### src/dsq_pkg.sv
// Purpose: constants and types shared by the display rail sequencer files.
// Assumes: a 20 MHz system clock; pins and analog flags arrive asynchronously.
// Notes:   rail delay, base timeout and temperature interval here are only defaults; the top exposes them as parameters.
// Function
// RQ1: rails follow select edges, host sets timing
// RQ2: rails regulate 2 ms, first 6 ms
// RQ3: select bits map to four fixed rails
// RQ4: all selects low, rails off: standby
// RQ5: wake low while active: power-down, sleep
// RQ6: boost enable gated by inverter power-good
// RQ7: source, bias, pumps gated by boost good
// RQ8: positive source gated by negative source good
// RQ9: host spaces select rises over 62.5 us
// RQ10: close rises stagger rails in fixed order
// RQ11: two selects falling together drop all
// RQ12: base converters not good in 10 ms
// RQ13: global fault: pin low, power-down, standby
// RQ14: rail undervoltage drops rail and dependents
// RQ15: selects act on edges; re-toggle after fault
// RQ16: ok pin released only when all regulate
// RQ17: temperature refreshed every 60 s
// RQ18: 10-bit conversion mapped to temperature code
// RQ19: signed code, saturating at F6 and 55
// RQ20: wake low sleeps, wake high standby
// RQ21: temperature code held stable between refreshes
package dsq_pkg;
   // =======================================================
   // clock and times
   localparam int CLK_MHZ      = 20;
   localparam int RAIL_DLY_US  = 2000;
   localparam int FIRST_DLY_US = 6000;
   localparam int BASE_TMO_US  = 10000;
   localparam int GAP_NS       = 62500;
   localparam int TEMP_IVL_S   = 60;
   localparam int RAIL_DLY_CYC = RAIL_DLY_US * CLK_MHZ;
   localparam int FIRST_DLY_CYC = FIRST_DLY_US * CLK_MHZ;
   localparam int BASE_TMO_CYC = BASE_TMO_US * CLK_MHZ;
   localparam int GAP_CYC      = (GAP_NS * CLK_MHZ + 999) / 1000;
   localparam int TEMP_IVL_CYC = TEMP_IVL_S * CLK_MHZ * 1000000;
   // =======================================================
   // synchronised pin vector positions
   localparam int P_SEL   = 0;
   localparam int P_WAKE  = 4;
   localparam int P_BPG   = 5;
   localparam int P_IPG   = 6;
   localparam int P_RPG   = 7;
   localparam int P_RUV   = 11;
   localparam int P_TRIP  = 15;
   localparam int P_LOCK  = 16;
   localparam int P_BUV   = 17;
   localparam int P_IUV   = 18;
   localparam int PIN_W   = 19;
   // =======================================================
   // register offsets and reset values
   localparam logic [3:0] REG_TEMP   = 4'h0;
   localparam logic [3:0] REG_STAT   = 4'h1;
   localparam logic [3:0] REG_RAILS  = 4'h2;
   localparam logic [3:0] REG_CTRL   = 4'h3;
   localparam logic [7:0] CTRL_RST   = 8'h01;
   localparam int         CTRL_RUN   = 0;
   localparam int         CTRL_NOW   = 1;
   // =======================================================
   // temperature mapping
   localparam int         ADC_W      = 10;
   localparam logic [9:0] ADC_ZERO   = 10'h062;
   localparam logic [7:0] CODE_MIN   = 8'hF6;
   localparam logic [7:0] CODE_MAX   = 8'h55;
   localparam logic [7:0] CODE_RST   = 8'h00;
   // =======================================================
   // operating modes
   typedef enum logic [1:0] {M_SLEEP, M_STANDBY, M_ACTIVE, M_PWRDN} dsq_mode_t;
endpackage : dsq_pkg

### src/dsq_temp_if.sv
// Purpose: links the sequencer top to its temperature converter.
// Assumes: both ends on sys_clk_in.
// Notes:   adc_done is a one-cycle pulse with adc_raw valid beside it.
interface dsq_temp_if;
   logic       run;
   logic       refresh;
   logic       adc_start;
   logic       adc_done;
   logic [9:0] adc_raw;
   logic [7:0] code;
   logic       busy;
   modport seq (output run, refresh, adc_done, adc_raw,
                input adc_start, code, busy);
   modport tmp (input run, refresh, adc_done, adc_raw,
                output adc_start, code, busy);
endinterface : dsq_temp_if

### src/dsq_temp_conv.sv
// Purpose: periodic thermistor conversion and temperature code holding.
// Assumes: converter answers each start with one adc_done pulse.
// Notes:   code changes only on adc_done, so reads never see a torn value.
module dsq_temp_conv #(
   parameter int IVL_CYC = dsq_pkg::TEMP_IVL_CYC
) (
   // clock and reset
   input  wire logic sys_clk_in,
   input  wire logic reset_in,
   // sequencer side
   dsq_temp_if.tmp   t
);
   localparam int IW = $clog2(IVL_CYC + 1);
   typedef enum logic {T_IDLE, T_WAIT} dsq_tstate_t;
   typedef struct packed {
      dsq_tstate_t   st;
      logic [IW-1:0] tmr;
      logic          start;
      logic [7:0]    code;
   } dsq_tconv_t;
   dsq_tconv_t r;
   dsq_tconv_t next_r;
   logic signed [11:0] deg;

   // =======================================================
   // mapping: one count per degree around the zero point
   assign deg = $signed({2'b00, dsq_pkg::ADC_ZERO}) - $signed({2'b00, t.adc_raw}); // RQ18

   always_comb begin
      next_r = r;
      next_r.start = 1'b0;
      case (r.st)
         T_IDLE: begin
            // timer parked at zero while stopped, so a restart converts at once
            if (!t.run) begin
               next_r.tmr = '0;
            end else if (t.refresh || r.tmr == '0) begin
               next_r.start = 1'b1;
               next_r.st    = T_WAIT;
               next_r.tmr   = IW'(IVL_CYC - 1); // RQ17
            end else begin
               next_r.tmr = r.tmr - 1'b1;
            end
         end
         T_WAIT: begin
            if (r.tmr != '0) begin
               next_r.tmr = r.tmr - 1'b1;
            end
            if (t.adc_done) begin
               next_r.st = T_IDLE;
               if (deg < -12'sd10) begin
                  next_r.code = dsq_pkg::CODE_MIN; // RQ19
               end else if (deg > 12'sd85) begin
                  next_r.code = dsq_pkg::CODE_MAX; // RQ19
               end else begin
                  next_r.code = deg[7:0]; // RQ21
               end
            end else if (!t.run) begin
               next_r.st = T_IDLE;
            end
         end
         default: begin
            next_r.st = T_IDLE;
         end
      endcase
   end

   always_ff @(posedge sys_clk_in) begin
      if (reset_in) begin
         r <= '{st: T_IDLE, tmr: '0, start: 1'b0, code: dsq_pkg::CODE_RST};
      end else begin
         r <= next_r;
      end
   end

   assign t.adc_start = r.start;
   assign t.code      = r.code;
   assign t.busy      = (r.st == T_WAIT);
endmodule : dsq_temp_conv

### src/dsq_seq.sv
// Purpose: rail ordering, gating and fault handling for the display rails.
// Assumes: pins and analog flags are asynchronous; converter is on sys_clk_in.
// Notes:   regulation delay is analog; this logic only gates the enables.
//
// The address map and the address-and-strobe port were left to the implementer.
module dsq_seq #(
   parameter int RAIL_DLY = dsq_pkg::RAIL_DLY_CYC,
   parameter int BASE_TMO = dsq_pkg::BASE_TMO_CYC,
   parameter int TEMP_IVL = dsq_pkg::TEMP_IVL_CYC
) (
   // clock and reset
   input  wire logic       sys_clk_in,
   input  wire logic       reset_in,
   // host pins
   input  wire logic [3:0] rail_select_in,
   input  wire logic       wake_request_in,
   // analog status
   input  wire logic       boost_pg_in,
   input  wire logic       inverter_pg_in,
   input  wire logic [3:0] rail_pg_in,
   input  wire logic [3:0] rail_uv_in,
   input  wire logic       thermal_trip_in,
   input  wire logic       input_supply_lockout_in,
   input  wire logic       boost_undervoltage_in,
   input  wire logic       inverter_undervoltage_in,
   // converter enables
   output logic            boost_en_out,
   output logic            inverter_en_out,
   output logic [3:0]      rail_en_out,
   output logic            backplane_bias_en_out,
   // open-drain ok pin
   output logic            rails_ok_out,
   output logic            rails_ok_oe_out,
   // thermistor converter
   output logic            adc_start_out,
   input  wire logic       adc_done_in,
   input  wire logic [9:0] adc_raw_in,
   // register port
   input  wire logic [3:0] bus_addr_in,
   input  wire logic [7:0] bus_wdata_in,
   input  wire logic       bus_wr_in,
   input  wire logic       bus_rd_in,
   output logic [7:0]      bus_rdata_out,
   output logic [7:0]      temperature_code_out
);
   localparam int TW = $clog2((RAIL_DLY > BASE_TMO ? RAIL_DLY : BASE_TMO) + 1);
   localparam int GW = $clog2(dsq_pkg::GAP_CYC + 1);

   typedef struct packed {
      dsq_pkg::dsq_mode_t       mode;
      dsq_pkg::dsq_mode_t       tgt;
      logic [dsq_pkg::PIN_W-1:0] s1;
      logic [dsq_pkg::PIN_W-1:0] s2;
      logic [4:0]               s3;
      logic [3:0]               req;
      logic [3:0]               allow;
      logic                     base;
      logic                     stag;
      logic [TW-1:0]            tmr;
      logic [GW-1:0]            gap;
      logic [1:0]               pd_idx;
      logic [7:0]               rdata;
      logic [7:0]               ctrl;
      logic                     now;
      logic                     pfall;
   } dsq_seq_t;

   dsq_seq_t   r;
   dsq_seq_t   next_r;
   logic [3:0] sel;
   logic [3:0] rise;
   logic [3:0] fall;
   logic       wake;
   logic       bpg;
   logic       ipg;
   logic [3:0] pg;
   logic [3:0] uv;
   logic       gfault;
   logic       base_ok;
   logic       close;
   logic [3:0] gate;
   logic [3:0] en;
   logic       all_ok;
   logic [3:0] kill;
   dsq_temp_if ti ();

   // =======================================================
   // synchronised views; first stage feeds only the second
   assign sel    = r.s2[dsq_pkg::P_SEL +: 4];
   assign wake   = r.s2[dsq_pkg::P_WAKE];
   assign bpg    = r.s2[dsq_pkg::P_BPG];
   assign ipg    = r.s2[dsq_pkg::P_IPG];
   assign pg     = r.s2[dsq_pkg::P_RPG +: 4];
   assign uv     = r.s2[dsq_pkg::P_RUV +: 4];
   assign rise   = sel & ~r.s3[3:0]; // RQ15
   assign fall   = ~sel & r.s3[3:0]; // RQ15
   assign gfault = r.s2[dsq_pkg::P_TRIP] | r.s2[dsq_pkg::P_LOCK]
                 | r.s2[dsq_pkg::P_BUV] | r.s2[dsq_pkg::P_IUV];
   assign base_ok = bpg & ipg;
   assign close  = (r.gap < GW'(dsq_pkg::GAP_CYC));

   // =======================================================
   // enable gating: each rail waits on the good of what it depends on
   // bit 0 negative source plus bias, 1 negative pump, 2 positive source,
   // 3 positive pump
   assign gate[0] = bpg; // RQ7
   assign gate[1] = bpg & (~r.stag | ~r.req[0] | pg[0]); // RQ10
   assign gate[2] = bpg & pg[0] & (~r.stag | ~r.req[1] | pg[1]); // RQ8
   assign gate[3] = bpg & (~r.stag | ~r.req[2] | pg[2]); // RQ10
   assign en      = r.req & r.allow & gate; // RQ3
   assign all_ok  = (&en) & (&pg) & ~(|uv) & (r.mode == dsq_pkg::M_ACTIVE);

   // =======================================================
   // undervoltage on a rail drops it and whatever stands on it
   always_comb begin
      kill = uv & en; // RQ14
      if (kill[0]) begin
         kill[2] = 1'b1;
      end
      if (r.stag) begin
         for (int i = 1; i < 4; i++) begin
            kill[i] = kill[i] | kill[i-1];
         end
      end
   end

   // =======================================================
   // mode sequencing
   always_comb begin
      next_r = r;
      next_r.s1 = {inverter_undervoltage_in, boost_undervoltage_in,
                   input_supply_lockout_in, thermal_trip_in, rail_uv_in,
                   rail_pg_in, inverter_pg_in, boost_pg_in, wake_request_in,
                   rail_select_in};
      next_r.s2 = r.s1;
      next_r.s3 = r.s2[4:0];
      next_r.now = 1'b0;
      // edge spacing watch, saturating so it never wraps
      if (|rise || |fall) begin
         next_r.gap = '0;
         next_r.pfall = |fall;
      end else if (close) begin
         next_r.gap = r.gap + 1'b1;
      end
      case (r.mode)
         dsq_pkg::M_SLEEP: begin
            next_r.req   = '0;
            next_r.allow = '0;
            next_r.base  = 1'b0;
            if (wake) begin // RQ20
               next_r.allow = 4'hF;
               next_r.tmr   = '0;
               next_r.stag  = 1'b1;
               if (|sel && !gfault) begin
                  // levels present at wake start the fixed order
                  next_r.req  = sel;
                  next_r.base = 1'b1; // RQ2
                  next_r.mode = dsq_pkg::M_ACTIVE;
               end else begin
                  next_r.mode = dsq_pkg::M_STANDBY;
               end
            end
         end
         dsq_pkg::M_STANDBY: begin
            next_r.req  = '0;
            next_r.base = 1'b0;
            if (!wake) begin
               next_r.mode = dsq_pkg::M_SLEEP; // RQ4
            end else if (|rise && !gfault) begin
               // first rail waits on both base converters starting
               next_r.req   = rise; // RQ1
               next_r.base  = 1'b1; // RQ2
               next_r.allow = 4'hF;
               next_r.tmr   = '0;
               next_r.stag  = ($countones(rise) > 1); // RQ10
               next_r.mode  = dsq_pkg::M_ACTIVE;
            end
         end
         dsq_pkg::M_ACTIVE: begin
            next_r.req = (r.req | rise) & ~fall & ~kill; // RQ1
            if (|rise && close && !r.pfall) begin
               next_r.stag = 1'b1; // RQ10
            end
            if ($countones(fall) > 1 || (|fall && close && r.pfall)) begin
               next_r.req = '0; // RQ11
            end
            // base watchdog only runs while a converter is not good
            if (base_ok) begin
               next_r.tmr = '0;
            end else begin
               next_r.tmr = r.tmr + 1'b1;
            end
            if (gfault) begin
               next_r.mode   = dsq_pkg::M_PWRDN; // RQ13
               next_r.tgt    = dsq_pkg::M_STANDBY;
               next_r.tmr    = '0;
               next_r.pd_idx = 2'd3;
            end else if (!base_ok && r.tmr == TW'(BASE_TMO - 1)) begin
               next_r.mode   = dsq_pkg::M_PWRDN; // RQ12
               next_r.tgt    = dsq_pkg::M_STANDBY;
               next_r.tmr    = '0;
               next_r.pd_idx = 2'd3;
            end else if (!wake) begin
               next_r.mode   = dsq_pkg::M_PWRDN; // RQ5
               next_r.tgt    = dsq_pkg::M_SLEEP;
               next_r.tmr    = '0;
               next_r.pd_idx = 2'd3;
            end else if (next_r.req == '0 && en == '0) begin
               next_r.base = 1'b0; // RQ4
               next_r.stag = 1'b0;
               next_r.mode = dsq_pkg::M_STANDBY;
            end
         end
         dsq_pkg::M_PWRDN: begin
            // fixed order: positive pump, positive source, negative pump,
            // negative source; inputs are ignored until it ends
            if (r.tmr == TW'(RAIL_DLY - 1)) begin
               next_r.tmr = '0;
               next_r.allow[r.pd_idx] = 1'b0;
               next_r.pd_idx = r.pd_idx - 1'b1;
               if (r.pd_idx == 2'd0) begin
                  next_r.req  = '0;
                  next_r.base = 1'b0;
                  next_r.stag = 1'b0;
                  next_r.mode = r.tgt;
               end
            end else begin
               next_r.tmr = r.tmr + 1'b1;
            end
         end
         default: begin
            next_r.mode = dsq_pkg::M_STANDBY;
         end
      endcase
      // register port: read data stand the cycle after the strobe only
      next_r.rdata = '0;
      if (bus_rd_in) begin
         case (bus_addr_in)
            dsq_pkg::REG_TEMP:  next_r.rdata = ti.code;
            dsq_pkg::REG_STAT:  next_r.rdata = {ti.busy, gfault, r.stag,
                                                r.base, all_ok, base_ok,
                                                r.mode};
            dsq_pkg::REG_RAILS: next_r.rdata = {pg, en};
            dsq_pkg::REG_CTRL:  next_r.rdata = r.ctrl;
            default:            next_r.rdata = '0;
         endcase
      end
      if (bus_wr_in && bus_addr_in == dsq_pkg::REG_CTRL) begin
         next_r.ctrl = {7'h00, bus_wdata_in[dsq_pkg::CTRL_RUN]};
         next_r.now  = bus_wdata_in[dsq_pkg::CTRL_NOW];
      end
   end

   always_ff @(posedge sys_clk_in) begin
      if (reset_in) begin
         r <= '{mode: dsq_pkg::M_SLEEP, tgt: dsq_pkg::M_STANDBY,
                ctrl: dsq_pkg::CTRL_RST, default: '0};
      end else begin
         r <= next_r;
      end
   end

   // =======================================================
   // outputs; base converters follow the base flag, boost after inverter
   assign inverter_en_out       = r.base;
   assign boost_en_out          = r.base & ipg; // RQ6
   assign rail_en_out           = en;
   assign backplane_bias_en_out = en[0]; // RQ3
   assign rails_ok_out          = 1'b0;
   assign rails_ok_oe_out       = ~all_ok; // RQ16
   assign bus_rdata_out         = r.rdata;

   // =======================================================
   // temperature path; halted in sleep since everything is off there
   assign ti.run        = (r.mode != dsq_pkg::M_SLEEP) & r.ctrl[dsq_pkg::CTRL_RUN];
   assign ti.refresh    = r.now;
   assign ti.adc_done   = adc_done_in;
   assign ti.adc_raw    = adc_raw_in;
   assign adc_start_out = ti.adc_start;
   assign temperature_code_out = ti.code;

   dsq_temp_conv #(.IVL_CYC(TEMP_IVL)) u_temp (
      .sys_clk_in (sys_clk_in),
      .reset_in   (reset_in),
      .t          (ti.tmp)
   );
endmodule : dsq_seq

### config.mk
export PLATFORM = sky130hd
export DESIGN_NAME = dsq_seq
export DESIGN_NICKNAME = d
export VERILOG_FILES = /design/src/dsq_pkg.sv /design/src/dsq_temp_if.sv /design/src/dsq_temp_conv.sv /design/src/dsq_seq.sv
export SDC_FILE = /design/constraint.sdc
export NUM_CORES = 1
export LEC_CHECK = 0
export ABC_AREA = 1
export ABC_CLOCK_PERIOD_IN_PS = 2600
export BUFFER_PORTS_ARGS = -buffer_cell sky130_fd_sc_hd__buf_4
export CAP_MARGIN = 40
export CORE_AREA = 2 2 131 133
export DETAILED_ROUTE_END_ITERATION = 10
export DIE_AREA = 0 0 133 135
export GPL_TIMING_DRIVEN = 0
export PLACE_DENSITY_LB_ADDON = 0.12
export SLEW_MARGIN = 20
export SYNTH_ARGS = -nofsm -noshare
export SYNTH_HDL_FRONTEND = slang
export SYNTH_HIERARCHICAL = 1
export SYNTH_SLANG_ARGS = --single-unit
### constraint.sdc
create_clock -name sys_clk_in -period 2.6 [get_ports sys_clk_in]
set_clock_uncertainty 0.05 [all_clocks]
set_input_delay 0.13 -clock sys_clk_in [delete_from_list [all_inputs] [get_ports sys_clk_in]]
set_output_delay 0.13 -clock sys_clk_in [all_outputs]
set_load 0.1 [all_outputs]
==> run metrics <==
fin crit share=87.3%; Max stage delay on crit path=390 ps; number of synthesized flops with an enable pin=0; core area=about 16000 um^2; Final ANT Viol Nets=0; met2 track demand over resource=roughly a third; CP Class=flip-flop to flip-flop; maximum VDD drop=0.000591 V; RSZ-0062 raised after global routing=no; htree depth=4; Setup crit end kind=flip-flop; post-synthesis compound-gate area fraction=9.26%; first-pass GRT wire length=just under 30000 um; largest family of logic cells by synthesized area=simple AND/OR/NAND/NOR gates; crit path time final=2270 ps; count leader, synth=nand2_1; CTS Buffer Depth=2; nets=1239; DRC=0; synthesized flop and latch total=138; CP max stage cell=dfxtp_1; placer congestion estimate=0.872; Setup-failing EPs final=0; simple-gate share of the synthesized area=34.5%; Storage cell area=2760 um^2; Worst setup SP type=flip-flop; relative slew slack=50.0%; Port Buffer Count=64; DR vias/cell=~4.8; Netlist Area Pre-Place=a little over 7000 um^2; Max Fclk=0.441 GHz; Synth Area per Inst=6.77 um^2; Min-Delay Path Class=input pin to flip-flop; CTS resizes=0; Syn Nets=1134; Final TNS setup=0 ps; 1st-iter DRT viols=357; Async SR Flop Fraction=0%; Area growth, synth to finish=21.6%; top cell type by total area after synthesis=dfxtp_1; io pins=72; Tot GR Track Use=20.5%; chip width=133 um; routing usage on met3=4.02%; synth unique cells=49; DR pass1 iterations=5; Sink Count=138; initial antenna violation count=0; layout cell share with drive strength beyond 1=15.3%; height of the die=between 100 and 150 um; Synth top cells by count=nand2_1 (214), nor2_1 (191), inv_1 (183); Worst Max-Slew Pin Slew=744 ps; status=complete, no violations; DP Wirelength=13500 um; pins over their slew limit=0; row cnt=47; most used routing layer=met2; die area=18000 um^2; cell family with most CP delay=simple AND/OR/NAND/NOR gates; max cap viols=0; Initial Utilization=44.3%; Inserted Clock Buffers=17; critical path, cell by cell=inv_1, nor2_1, inv_1, ha_1, nand3_1, nand2_2, nand2_2, inv_2, nor2_2, inv_4, buf_4, nor3_1, nor3_2; GRT Residual Overflow=0; Routed WL per cell=12.6 um; CTS clk-pin slew, worst paths=70 ps; clock root buffer=clkbuf_16; worst-skew pair later-pin latency=around 430 ps; hold slack=30.0 ps; adder-cell share of the synthesized area=2.62%; largest net degree at the start of global routing=17; Required @ worst endpoint=2860 ps; Pleak=roughly 4.3 nW; maximum net fanout on the critical path=10; Worst EP arrival=approximately 2500 ps; Synth top area share=38.0%; met1 Use GR=27.2%; Post-Synth XOR/XNOR Area=2.89%; Cells after Synth=1074; multi-input logic area=3580 um^2; ANT cells=0; CP Buf/Inv Count=5; Detailed Route WL=17800 um; fillcell total=1641; mux contribution to synthesized area=0%; ys flop type=dfxtp_1; Ys Warns=6; CTS tree=yes; top cells by area, synth=dfxtp_1 (38%), nand2_1 (11%), nor2_1 (9.9%); vias in the first global route=6215; power per cell area=between 1000 and 1500 nW/um^2; final hold viol count=0; DR vias=6719; sequential area share after synthesis=38.0%
[worst reg2reg max path: stages (launching register included)]
cell and delay, ps:
dfxtp_1 390, inv_1 70, nor2_1 240, inv_1 90
ha_1 200, nand3_1 160, nand2_2 90, nand2_2 100
inv_2 40, nor2_2 140, inv_4 100, buf_4 190
nor3_1 220, nor3_2 70
[metrics by stage]
stage,power (mW),area [um^2],std cells,utilization [%],worst slack (ps)
after floorplan,5.86,7270,1074,-,51.2
after global placement,6.73,8020,1358,48.9,368
after detailed placement,6.75,8020,1358,48.9,333
after CTS,9.24,8840,1412,53.9,308
after global routing,9.91,8840,1412,53.9,40.6
final,9.20,8840,1412,53.9,331
[worst paths after layout]
kind                          from                            end  slack (ps)  depth (start not counted)
min reg2reg  next_r[68]$_SDFF_PP0_          next_r[63]$_SDFF_PP0_         350                          2
max reg2reg  next_r[59]$_SDFF_PP0_             r[44]$_SDFFE_PP0P_         330                         13
min                  adc_raw_in[9]  u_temp/t.code[7]$_SDFFE_PP0P_          30                          4
max          next_r[59]$_SDFF_PP0_             r[44]$_SDFFE_PP0P_         330                         13
[sequential cells by signal, summed over array words and instances, names as in the netlist]
| name | cells |
|---|---|
| r | 57 |
| u_temp/t.busy | 1 |
| u_temp/t.code | 8 |
| pg | 4 |
| ipg | 1 |
| bpg | 1 |
| bus_rdata_out | 8 |
| next_r | 24 |
| ti.refresh | 1 |
| u_temp/t.adc_start | 1 |
| inverter_en_out | 1 |
| u_temp/r | 31 |
[logic make-up (layout without fill, tap and decap cells)]
group / count (synthesis) / after routing
AO/OA/AOI/OAI: 118 / 118
AND/OR/NAND/NOR: 559 / 559
XOR/XNOR: 24 / 24
buffers and inverters: 220 / 338
adder cells (fa/ha/maj): 14 / 14
flip-flops: 138 / 138
other: 1 / 1
[per-layer routing]
metal	vias to the layer above	wire, um
li1	3557	-
met4	0	223
met2	130	8120
met3	15	665
met1	3017	8800
met5	-	0
[area by class of cell]
class | instances | share of cell area (%)
Multi-Input combinational cell | 716 | 40.6
Sequential cell | 138 | 31.3
Inverter | 188 | 8.04
Timing Repair Buffer | 86 | 7.93
Clock buffer | 18 | 4.97
Tap cell | 220 | 3.12
Buffer | 32 | 2.38
Clock inverter | 14 | 1.73
[power by group]
| group | total (mW) | switching [mW] | internal [mW] |
|---|---|---|---|
| sequential | 2.67 | 0.265 | 2.41 |
| combinational | 4.10 | 2.70 | 1.40 |
| clock | 2.43 | 1.04 | 1.39 |
[placed cells by master, fill, tap and decap left out, types with 17 or more instances in the layout]
cell type      netlist  final
nand2_1            214    214
o21ai_0             36     36
buf_4               21     85
dfxtp_1            138    138
inv_1              183    183
nand3_1             56     56
dlygate4sd3_1        0     22
a21oi_1             49     49
nor2_1             191    191
xor2_1              20     20
clkbuf_16            0     17
nor2_2              20     20
[what timing repair did]
action / CTS / global route
buffers inserted: 0 / 0
endpoints found under the hold margin: 21 / 0
hold buffers: 22 / 0
Note: power is estimated with default switching activity, not from simulation.
